==> src/rtl/txl_cfg.svh <==
// constants for the transmit list chain engine
`ifndef TXL_CFG_SVH
`define TXL_CFG_SVH
`define CMD_TRANSMIT 16'h0004
`define OFF_LINK 8'h00
`define OFF_LIST_COMMAND_STATUS_WORD 8'h04
`define OFF_FSIZE 8'h06
`define OFF_SEG0 8'h08
`define SEG_STRIDE 8'h06
`define LIST_COMMAND_STATUS_WORD_VALID 15
`define LIST_COMMAND_STATUS_WORD_FRAME_INT 11
`define LIST_COMMAND_STATUS_WORD_FRAME_START 13
`define LIST_COMMAND_STATUS_WORD_DONE 16'h8000
`define LIST_COMMAND_STATUS_WORD_ERR 16'h4000
`define SEG_MAX 2'h3
`define CNT_MORE 15
`define REG_CTRL 4'h0
`define REG_STATUS 4'h1
`define REG_CMD 4'h2
`define REG_ADDR_HI 4'h3
`define REG_ADDR_LO 4'h4
`define REG_IRQ 4'h5
`define REG_DONE 4'h6
`define IRQ_ADAPTER 0
`define IRQ_TX_VALID 7
`define CTRL_OPEN 0
`define CTRL_HALT 1
`define ST_BUSY 0
`define ST_REJECT 1
`define ST_TX_INT 2
`define ST_LIST_ERR 3
`define ST_WAIT_VALID 4
`define ST_COMPLETE 5
`endif

==> src/rtl/txl_pkg.sv <==
// types for the transmit list chain engine
package txl_pkg;
  typedef enum logic [3:0] {
    S_IDLE = 4'b0000,
    S_LINK_HI = 4'b0001,
    S_LINK_LO = 4'b0010,
    S_LIST_COMMAND_STATUS_WORD = 4'b0011,
    S_FSIZE = 4'b0100,
    S_CNT = 4'b0101,
    S_ADR_HI = 4'b0110,
    S_ADR_LO = 4'b0111,
    S_DATA = 4'b1000,
    S_WAIT_TX = 4'b1001,
    S_STATUS = 4'b1010,
    S_VALID_WAIT = 4'b1011,
    S_RELINK = 4'b1100
  } eng_state_e;
endpackage : txl_pkg

==> src/rtl/skid_buf.sv <==
// two-entry buffer with valid and ready on both sides
`timescale 1ns/1ps
`default_nettype none
module skid_buf #(
  parameter int WIDTH = 9
) (
  input wire logic clock,
  input wire logic sys_rst,
  input wire logic ce,
  input wire logic [WIDTH-1:0] in_data,
  input wire logic in_valid,
  output logic in_ready,
  output logic [WIDTH-1:0] out_data,
  output logic out_valid,
  input wire logic out_ready
);
  logic [WIDTH-1:0] mem_r [2];
  logic wp_r;
  logic rp_r;
  logic [1:0] cnt_r;
  wire push = in_valid && in_ready;
  wire pop = out_valid && out_ready;
  assign in_ready = (cnt_r != 2'h2);
  assign out_valid = (cnt_r != 2'h0);
  assign out_data = mem_r[rp_r];
  always_ff @(posedge clock)
  begin
    if (sys_rst)
    begin
      wp_r <= 1'b0;
      rp_r <= 1'b0;
      cnt_r <= 2'h0;
    end
    else if (ce)
    begin
      if (push)
      begin
        mem_r[wp_r] <= in_data;
        wp_r <= ~wp_r;
      end
      if (pop)
        rp_r <= ~rp_r;
      cnt_r <= cnt_r + {1'b0, push} - {1'b0, pop};
    end
  end
endmodule : skid_buf
`default_nettype wire

==> src/rtl/seg_mover.sv <==
// byte mover for one gather segment, any byte alignment
`timescale 1ns/1ps
`default_nettype none
module seg_mover (
  input wire logic clock,
  input wire logic sys_rst,
  input wire logic ce,
  input wire logic start,
  input wire logic [23:0] seg_addr,
  input wire logic [15:0] seg_count,
  output logic busy,
  output logic rd_req,
  output logic [23:0] rd_addr,
  input wire logic rd_ack,
  input wire logic [7:0] rd_byte,
  output logic [7:0] out_byte,
  output logic out_valid,
  input wire logic out_ready
);
  logic [23:0] addr_r;
  logic [15:0] left_r;
  logic pend_r;
  logic [7:0] byte_r;
  logic have_r;
  assign busy = (left_r != 16'h0) || have_r || pend_r;
  assign rd_req = pend_r;
  assign rd_addr = addr_r;
  assign out_byte = byte_r;
  assign out_valid = have_r;
  wire issue = (left_r != 16'h0) && !pend_r && !have_r;
  always_ff @(posedge clock)
  begin
    if (sys_rst)
    begin
      addr_r <= 24'h0;
      left_r <= 16'h0;
      pend_r <= 1'b0;
      have_r <= 1'b0;
      byte_r <= 8'h0;
    end
    else if (ce)
    begin
      if (start)
      begin
        addr_r <= seg_addr;
        left_r <= seg_count;
      end
      else if (issue)
        pend_r <= 1'b1;
      else if (pend_r && rd_ack)
      begin
        pend_r <= 1'b0;
        have_r <= 1'b1;
        byte_r <= rd_byte;
        addr_r <= addr_r + 24'h1;
        left_r <= left_r - 16'h1;
      end
      else if (have_r && out_ready)
        have_r <= 1'b0;
    end
  end
endmodule : seg_mover
`default_nettype wire

==> src/rtl/tx_list_engine.sv <==
// transmit list chain engine: command intake, list walk, gather DMA, status write-back
//
// Our own choices: the address-and-strobe port and the register offsets.
`timescale 1ns/1ps
`default_nettype none
`include "txl_cfg.svh"
module tx_list_engine
  import txl_pkg::*;
(
  input wire logic clock,
  input wire logic sys_rst,
  input wire logic ce,
  input wire logic [3:0] reg_addr,
  input wire logic [15:0] reg_wdata,
  input wire logic reg_wr,
  input wire logic reg_rd,
  output logic [15:0] reg_rdata,
  output logic mem_rd_req,
  output logic [23:0] mem_rd_addr,
  input wire logic mem_rd_ack,
  input wire logic [15:0] mem_rd_data,
  output logic mem_wr_req,
  output logic [23:0] mem_wr_addr,
  output logic [15:0] mem_wr_data,
  input wire logic mem_wr_ack,
  output logic [7:0] tx_byte,
  output logic tx_last,
  output logic tx_valid,
  input wire logic tx_ready,
  input wire logic tx_frame_sent
);
  eng_state_e st_r, st_nxt;
  logic [15:0] ctrl_r, status_r, cmd_r, ahi_r, done_r;
  logic [23:0] list_r, link_r;
  logic [15:0] link_hi_r, list_command_status_word_r, cnt_r, left_r, fs_list_command_status_word_r;
  logic [23:0] fs_list_r;
  logic [1:0] seg_r;
  logic [23:0] seg_addr_r;
  logic rd_pend_r, wr_pend_r, mv_start_r, frame_open_r, tx_pending_r;
  logic [15:0] rdata_nxt;
  logic [7:0] tx_byte_r;
  logic tx_last_r, tx_valid_r;
  // byte offsets inside the current list
  function automatic logic [23:0] fld(input logic [23:0] base, input logic [7:0] off);
    fld = base + {16'h0, off};
  endfunction : fld
  wire [7:0] seg_off = `OFF_SEG0 + (seg_r * `SEG_STRIDE);
  wire rd_done = rd_pend_r && mem_rd_ack;
  wire wr_done = wr_pend_r && mem_wr_ack;
  wire is_last = link_r[0];
  wire is_fs = list_command_status_word_r[`LIST_COMMAND_STATUS_WORD_FRAME_START];
  // top bit of a count word asks for another segment; the rest is the byte count
  wire seg_end = !cnt_r[`CNT_MORE] || (seg_r == `SEG_MAX - 2'h1);
  wire [15:0] seg_bytes = {1'b0, cnt_r[`CNT_MORE-1:0]};
  // a frame that closes inside the chain gets its status before the next list
  wire frame_done = frame_open_r && (left_r == 16'h0);
  wire busy = (st_r != S_IDLE);
  wire go_cmd = reg_wr && (reg_addr == `REG_ADDR_LO);
  wire go_ok = go_cmd && ctrl_r[`CTRL_OPEN] && !busy && !reg_wdata[0] && (cmd_r == `CMD_TRANSMIT);
  wire go_bad = go_cmd && !go_ok;
  wire irq_wr = reg_wr && (reg_addr == `REG_IRQ);
  wire tx_valid_irq = irq_wr && reg_wdata[`IRQ_ADAPTER] && reg_wdata[`IRQ_TX_VALID];
  wire halt = ctrl_r[`CTRL_HALT] && busy;
  // mover and buffer
  logic mv_busy, mv_req, mv_valid, mv_ready, bf_valid, bf_ready;
  logic [23:0] mv_addr;
  logic [7:0] mv_byte;
  logic [8:0] bf_data;
  wire mv_ack = mv_req && mem_rd_ack && !rd_pend_r;
  wire last_byte = (left_r == 16'h1);
  wire take = mv_valid && mv_ready;
  seg_mover u_mover (
    .clock(clock),
    .sys_rst(sys_rst),
    .ce(ce),
    .start(mv_start_r),
    .seg_addr(seg_addr_r),
    .seg_count(seg_bytes),
    .busy(mv_busy),
    .rd_req(mv_req),
    .rd_addr(mv_addr),
    .rd_ack(mv_ack),
    .rd_byte(mv_addr[0] ? mem_rd_data[7:0] : mem_rd_data[15:8]),
    .out_byte(mv_byte),
    .out_valid(mv_valid),
    .out_ready(mv_ready)
  );
  skid_buf #(.WIDTH(9)) u_buf (
    .clock(clock),
    .sys_rst(sys_rst),
    .ce(ce),
    .in_data({last_byte, mv_byte}),
    .in_valid(mv_valid),
    .in_ready(mv_ready),
    .out_data(bf_data),
    .out_valid(bf_valid),
    .out_ready(bf_ready)
  );
  assign bf_ready = !tx_valid_r || tx_ready;
  // field fetch address, in list order
  wire [23:0] fetch_addr =
    (st_r == S_LINK_HI) ? fld(list_r, `OFF_LINK) :
    (st_r == S_LINK_LO) ? fld(list_r, `OFF_LINK + 8'h2) :
    (st_r == S_RELINK) ? fld(list_r, `OFF_LINK + 8'h2) :
    (st_r == S_LIST_COMMAND_STATUS_WORD) ? fld(list_r, `OFF_LIST_COMMAND_STATUS_WORD) :
    (st_r == S_FSIZE) ? fld(list_r, `OFF_FSIZE) :
    (st_r == S_CNT) ? fld(list_r, seg_off) :
    (st_r == S_ADR_HI) ? fld(list_r, seg_off + 8'h2) : fld(list_r, seg_off + 8'h4);
  // a zero size in a frame-start list ends the command at once
  wire list_err = (st_r == S_FSIZE) && rd_done && is_fs && (mem_rd_data == 16'h0);
  always_comb
  begin
    st_nxt = st_r;
    case (st_r)
      S_IDLE: if (go_ok) st_nxt = S_LINK_HI;
      S_LINK_HI: if (rd_done) st_nxt = S_LINK_LO;
      S_LINK_LO: if (rd_done) st_nxt = S_LIST_COMMAND_STATUS_WORD;
      S_LIST_COMMAND_STATUS_WORD: if (rd_done) st_nxt = (mem_rd_data[`LIST_COMMAND_STATUS_WORD_FRAME_START] && !mem_rd_data[`LIST_COMMAND_STATUS_WORD_VALID]) ? S_VALID_WAIT : S_FSIZE;
      S_VALID_WAIT: if (tx_valid_irq) st_nxt = S_LIST_COMMAND_STATUS_WORD;
      S_FSIZE: if (rd_done) st_nxt = S_CNT;
      S_CNT: if (rd_done) st_nxt = S_ADR_HI;
      S_ADR_HI: if (rd_done) st_nxt = S_ADR_LO;
      S_ADR_LO: if (rd_done) st_nxt = S_DATA;
      S_DATA:
        if (!mv_start_r && !mv_busy)
          st_nxt = !seg_end ? S_CNT : ((is_last || frame_done) ? S_WAIT_TX : S_LINK_HI);
      S_WAIT_TX: if (!tx_pending_r) st_nxt = S_STATUS;
      S_STATUS: if (wr_done) st_nxt = is_last ? S_RELINK : S_LINK_HI;
      S_RELINK: if (rd_done) st_nxt = mem_rd_data[0] ? S_IDLE : S_LINK_HI;
      default: st_nxt = S_IDLE;
    endcase
    if (list_err) st_nxt = S_IDLE;
    if (halt) st_nxt = S_IDLE;
  end
  always_ff @(posedge clock)
  begin
    if (sys_rst)
    begin
      st_r <= S_IDLE;
      ctrl_r <= 16'h0;
      cmd_r <= 16'h0;
      ahi_r <= 16'h0;
      status_r <= 16'h0;
      done_r <= 16'h0;
      list_r <= 24'h0;
      link_r <= 24'h0;
      link_hi_r <= 16'h0;
      list_command_status_word_r <= 16'h0;
      cnt_r <= 16'h0;
      left_r <= 16'h0;
      fs_list_command_status_word_r <= 16'h0;
      fs_list_r <= 24'h0;
      seg_r <= 2'h0;
      seg_addr_r <= 24'h0;
      rd_pend_r <= 1'b0;
      wr_pend_r <= 1'b0;
      mv_start_r <= 1'b0;
      frame_open_r <= 1'b0;
      tx_pending_r <= 1'b0;
      reg_rdata <= 16'h0;
      tx_byte_r <= 8'h0;
      tx_last_r <= 1'b0;
      tx_valid_r <= 1'b0;
    end
    else if (ce)
    begin
      st_r <= st_nxt;
      reg_rdata <= reg_rd ? rdata_nxt : 16'h0;
      mv_start_r <= 1'b0;
      if (reg_wr && reg_addr == `REG_CTRL) ctrl_r <= reg_wdata;
      if (reg_wr && reg_addr == `REG_CMD) cmd_r <= reg_wdata;
      if (reg_wr && reg_addr == `REG_ADDR_HI) ahi_r <= reg_wdata;
      // a status read clears sticky event bits; a same-cycle event wins
      if (reg_rd && reg_addr == `REG_STATUS) status_r[`ST_LIST_ERR:`ST_REJECT] <= 3'h0;
      if (go_ok)
      begin
        list_r <= {ahi_r[7:0], reg_wdata};
        status_r[`ST_BUSY] <= 1'b1;
        status_r[`ST_COMPLETE] <= 1'b0;
      end
      if (go_bad) status_r[`ST_REJECT] <= 1'b1;
      status_r[`ST_WAIT_VALID] <= (st_nxt == S_VALID_WAIT);
      // host reads are single outstanding; strobe stays up into the next field fetch and drops on ack only when no fetch follows
      rd_pend_r <= (st_nxt inside {S_LINK_HI, S_LINK_LO, S_LIST_COMMAND_STATUS_WORD, S_FSIZE, S_CNT, S_ADR_HI, S_ADR_LO, S_RELINK})
                   && !(rd_done && st_nxt == st_r) ? 1'b1 : 1'b0;
      if (rd_done)
      begin
        case (st_r)
          S_LINK_HI: link_hi_r <= mem_rd_data;
          S_LINK_LO: link_r <= {link_hi_r[7:0], mem_rd_data};
          S_LIST_COMMAND_STATUS_WORD: list_command_status_word_r <= mem_rd_data;
          S_FSIZE:
          begin
            seg_r <= 2'h0;
            if (is_fs)
            begin
              left_r <= mem_rd_data;
              fs_list_r <= list_r;
              fs_list_command_status_word_r <= list_command_status_word_r;
              frame_open_r <= 1'b1;
            end
          end
          S_CNT: cnt_r <= mem_rd_data;
          S_ADR_HI: seg_addr_r[23:16] <= mem_rd_data[7:0];
          S_ADR_LO:
          begin
            seg_addr_r[15:0] <= mem_rd_data;
            mv_start_r <= 1'b1;
          end
          default: link_r <= link_r;
        endcase
      end
      if (st_r == S_RELINK && rd_done) link_r[15:0] <= mem_rd_data;
      if (st_r == S_DATA && st_nxt != S_DATA)
      begin
        seg_r <= seg_r + 2'h1;
        if (st_nxt == S_LINK_HI) list_r <= {link_r[23:1], 1'b0};
        if (st_nxt == S_WAIT_TX) tx_pending_r <= 1'b1;
      end
      if (take) left_r <= left_r - 16'h1;
      if (tx_frame_sent) tx_pending_r <= 1'b0;
      if (st_r == S_STATUS && !wr_pend_r && !wr_done) wr_pend_r <= 1'b1;
      if (wr_done)
      begin
        wr_pend_r <= 1'b0;
        frame_open_r <= 1'b0;
        done_r <= fs_list_command_status_word_r | `LIST_COMMAND_STATUS_WORD_DONE;
        if (fs_list_command_status_word_r[`LIST_COMMAND_STATUS_WORD_FRAME_INT]) status_r[`ST_TX_INT] <= 1'b1;
        if (!is_last) list_r <= {link_r[23:1], 1'b0};
      end
      if (st_r == S_RELINK && rd_done)
      begin
        if (mem_rd_data[0])
        begin
          status_r[`ST_TX_INT] <= 1'b1;
          status_r[`ST_COMPLETE] <= 1'b1;
          status_r[`ST_BUSY] <= 1'b0;
        end
        else
          list_r <= {link_r[23:16], mem_rd_data[15:1], 1'b0};
      end
      if (list_err)
      begin
        status_r[`ST_LIST_ERR] <= 1'b1;
        status_r[`ST_TX_INT] <= 1'b1;
        status_r[`ST_BUSY] <= 1'b0;
      end
      if (halt)
      begin
        status_r[`ST_TX_INT] <= 1'b1;
        status_r[`ST_BUSY] <= 1'b0;
        ctrl_r[`CTRL_HALT] <= 1'b0;
      end
      if (bf_ready)
      begin
        tx_valid_r <= bf_valid;
        tx_byte_r <= bf_data[7:0];
        tx_last_r <= bf_data[8];
      end
    end
  end
  always_comb
  begin
    case (reg_addr)
      `REG_CTRL: rdata_nxt = ctrl_r;
      `REG_STATUS: rdata_nxt = status_r;
      `REG_CMD: rdata_nxt = cmd_r;
      `REG_ADDR_HI: rdata_nxt = ahi_r;
      `REG_ADDR_LO: rdata_nxt = list_r[15:0];
      `REG_DONE: rdata_nxt = done_r;
      default: rdata_nxt = 16'h0;
    endcase
  end
  // status write touches only the frame-start list's status word
  assign mem_wr_req = wr_pend_r;
  assign mem_wr_addr = fld(fs_list_r, `OFF_LIST_COMMAND_STATUS_WORD);
  assign mem_wr_data = fs_list_command_status_word_r | `LIST_COMMAND_STATUS_WORD_DONE;
  assign mem_rd_req = rd_pend_r || mv_req;
  assign mem_rd_addr = rd_pend_r ? fetch_addr : {mv_addr[23:1], 1'b0};
  assign tx_byte = tx_byte_r;
  assign tx_last = tx_last_r;
  assign tx_valid = tx_valid_r;
endmodule : tx_list_engine
`default_nettype wire

==> config.mk <==
export PLATFORM = sky130hd
export DESIGN_NAME = tx_list_engine
export DESIGN_NICKNAME = d
export VERILOG_FILES = /design/src/rtl/txl_pkg.sv /design/src/rtl/skid_buf.sv /design/src/rtl/seg_mover.sv /design/src/rtl/tx_list_engine.sv
export VERILOG_INCLUDE_DIRS = /design/src /design/src/rtl
export SDC_FILE = /design/constraint.sdc
export NUM_CORES = 1
export LEC_CHECK = 0
export BUFFER_PORTS_ARGS = -buffer_cell sky130_fd_sc_hd__buf_4
export CAP_MARGIN = 20
export CORE_ASPECT_RATIO = 1.2
export CORE_MARGIN = 1
export CORE_UTILIZATION = 40
export DETAILED_ROUTE_END_ITERATION = 10
export HOLD_SLACK_MARGIN = 0.05
export PLACE_DENSITY_LB_ADDON = 0.3
export SLEW_MARGIN = 20
export SYNTH_ARGS = -nofsm -noshare
export SYNTH_HDL_FRONTEND = slang
export SYNTH_SLANG_ARGS = --single-unit
export TNS_END_PERCENT = 30
==> constraint.sdc <==
create_clock -name clock -period 4.5 [get_ports clock]
set_input_delay 0.9 -clock clock [delete_from_list [all_inputs] [get_ports clock]]
set_output_delay 0.9 -clock clock [all_outputs]
set_load 0.02 [all_outputs]
==> results.cfg <==
[run_status]
outcome = finished, violations left
failed_checks = negative setup slack

[drt]
drt_iter0_markers = 2169
drtPass1Iterations = 8
drc_errors = 0
routed_wl_microns = 65490
wire_per_inst_microns = 21.94
vias_per_cell = 5.978
num_vias = 17840
ant_nets = 0

[clocking]
clkSinkCount = 345
htreeDepth = 2
cts_root_buf = clkbuf_16
clkTransAtPathRegs_ns = 0.06
clk_latency_ns = 0.55
ctsLongestPathBuffers = 3
numCtsBuffers = 38
cts_tree = done

[yosys]
yosysTopAreaCellShare_pct = 36.74
yosys_warnings = 0
synthMuxAreaShare_pct = 2.935
syn_avg_cell_area_sq_um = 7.640
syn_nets = 2413
synthXorXnorAreaFrac_pct = 1.868
ys_ff_latch = 345
synth-async-reset-ratio_pct = 0
synthAdderAreaFrac_pct = 2.781
yosysTopAreaCell = dfxtp_1
synth_edf_count = 18
synth_common_cells = nand2_1, dfxtp_1, a21oi_1, nor2_1, clkbuf_1
synth_top_family_by_area = simple AND/OR/NAND/NOR gates
synth_area_leaders = dfxtp_1, nand2_1, a21oi_1, nor2_1, clkbuf_1
synth-compound-area-share_pct = 23.09
synth_area_sq_um = 17820
ys.flop_type = dfxtp_1
synth-simple-area-share_pct = 24.28
ys_seq_area_share_pct = 39.78
yosysMostFrequentCell = nand2_1
synthCells = 2332
yosys.cell_types.count = 91

[grt]
gr-usage-all-layers_pct = 28.14
grt_pass1_vias = 16650
antenna_found_initial = 0
grt_pass1_wl_microns = 99070
grt_overflow_total = 0
grt_max_degree = 111

[layout]
seqCellArea_sq_um = 7089
postLayoutCoreUtil_pct = 47.47
fill_cells = 4351
area_delta_synth_final_pct = 17.04
nNetsFinal = 2481
multi_input_area_sq_um = 9993
final_area_sq_um = 20850
n_antenna_cell = 0
drive_above_1_share_pct = 14.06

[die]
rows = 84
die_h_microns = 233.2
start_util_pct = 40.56
die-area_sq_um = 45390
core_sq_um = 43930
ios = 137
die_width_microns = 194.7

[timing]
hold_viol = 0
fin_skew_ns = 0.01449
fmax_mhz = 215.7
slew-limit-headroom_pct = 33.35
fin_crit_ns = 4.636
worst_pin_slew_ns = 0.9905
setup_slack_ns = -0.1361
finalSetupViolCount = 15
rsz0062_at_grt = true
fin_tns_setup_ns = -0.9815
slew_viol_final = 0
fin_crit_sh_pct = 103.0

[worst_setup_path]
crit_fanout = 5
crit_arrival_ns = 3.74
ff2ff_setup_slack_ns = 0.99
crit_required_ns = 3.60
worstSetupPathType = register to primary output
end_kind = primary output
critical_path.startpoint_type = register

[power_and_ir_drop]
p_per_area_nw_per_um2 = 342.2
p_leak_nw = 7.455
ir_drop_mv = 0.2597

[place]
place_hpwl_microns = 44640
io_buffers = 135
gp_congestion = 0.9624
post_dp_cell_area_sq_um = 19330
dp_slack_ns = 0.08356

[run]
cap_violations = 0

[hold_path]
hp-class = register to register
[worst max-delay path, stage by stage, from the launching register on]
cell,delay [ns]
dfxtp_2,0.33
inv_2,0.05
ha_4,0.28
buf_6,0.11
inv_4,0.03
ha_4,0.15
fa_1,0.53
a21oi_2,0.06
mux2i_1,0.14
nand4b_1,0.14
a311o_1,0.42
and2_4,0.21
buf_6,0.11
or3_1,0.30
a31oi_1,0.17
buf_4,0.16
[flip-flops by register name, summed over array words and instances, names as in the netlist, 4 cells and up]
register                       count
ahi_r                             16
cmd_r                             16
cnt_r                             16
ctrl_r                            16
done_r                            16
fs_list_command_status_word_r     15
fs_list_r                         24
left_r                            16
link_hi_r                          8
link_r                            24
list_command_status_word_r        15
list_r                            24
reg_rdata                         16
seg_addr_r                        24
st_r                               4
status_r                           6
tx_byte                            8
u_buf.mem_r                       18
u_mover.left_r                    16
u_mover.out_byte                   8
u_mover.rd_addr                   24
[placed cells by master, fill, tap and decap left out, types with 19 or more instances in the layout]
cell,instances
a211oi_1,34
a21oi_1,296
a222oi_1,24
a22oi_1,44
a31oi_1,23
and3_1,19
buf_4,210
clkbuf_16,39
dfxtp_1,325
ha_1,23
inv_1,34
mux2i_1,49
nand2_1,478
nand3_1,58
nor2_1,214
nor3_1,39
nor4_1,23
o21ai_0,96
or3_1,29
xnor2_1,24
[path summary, 6_finish.rpt]
check                                             start                      end  cells past startpoint
worst min register to register  ctrl_r[11]$_SDFFE_PP0P_  ctrl_r[11]$_SDFFE_PP0P_                      2
worst max register to register     st_r[2]$_SDFFE_PP0P_  list_r[18]$_SDFFE_PP0P_                     10
worst min-delay path            ctrl_r[11]$_SDFFE_PP0P_  ctrl_r[11]$_SDFFE_PP0P_                      2
worst max-delay path              seg_r[0]$_SDFFE_PP0P_           mem_rd_addr[7]                     15
[routing by layer]
metal	GRT usage, %	up-vias	share of wire (%)
li1	-	8401	-
met2	47.10	722	47
met5	0	-	0
met4	15.40	0	5.7
met3	4.115	176	6.4
met1	34.83	8545	41
[cells by family after synthesis]
logic type / count (synthesis)
compound gates: 664
xor+xnor: 38
fa+ha+maj: 36
buf+inv: 228
flops: 345
mux: 52
other cells: 1
simple gates: 968
[where the power goes]
group	switching (W)	internal, W	leakage, nW
Combinational	0.000455	0.000241	4.02
Clock	0.00134	0.00190	0.627
Sequential	0.0000664	0.00314	2.80
Total	0.00186	0.00527	7.45
[metrics by stage]
step / power [W] / cells / hold slack (ns)
2_1_floorplan: 0.003713 / 2332 / 0.4263
3_3_place_gp: 0.003935 / 2911 / 0.4332
3_5_place_dp: 0.003956 / 2911 / 0.4400
4_1_cts: 0.007166 / 2984 / 0.4535
5_1_grt: 0.007386 / 2985 / 0.4670
6_report: 0.007136 / 2985 / 0.4525
[final cells by class]
cell class,count,share of cell area (%)
Sequential cell,345,34.00
Tap cell,559,3.354
Clock buffer,48,5.034
Timing Repair Buffer,215,7.890
Inverter,40,0.7320
Clock inverter,18,1.068
Multi-Input combinational cell,1760,47.92
[timing repair]
| action | in CTS | in global routing |
|---|---|---|
| endpoints found under the setup margin | 19 | 17 |
| buffers inserted | 6 | 1 |
| gates resized for setup | 32 | 9 |
| hold buffers | 0 | 0 |
| cloned | 1 | 0 |
| pin swaps | 22 | 12 |
No activity file was read; power rests on OpenSTA's default activity.
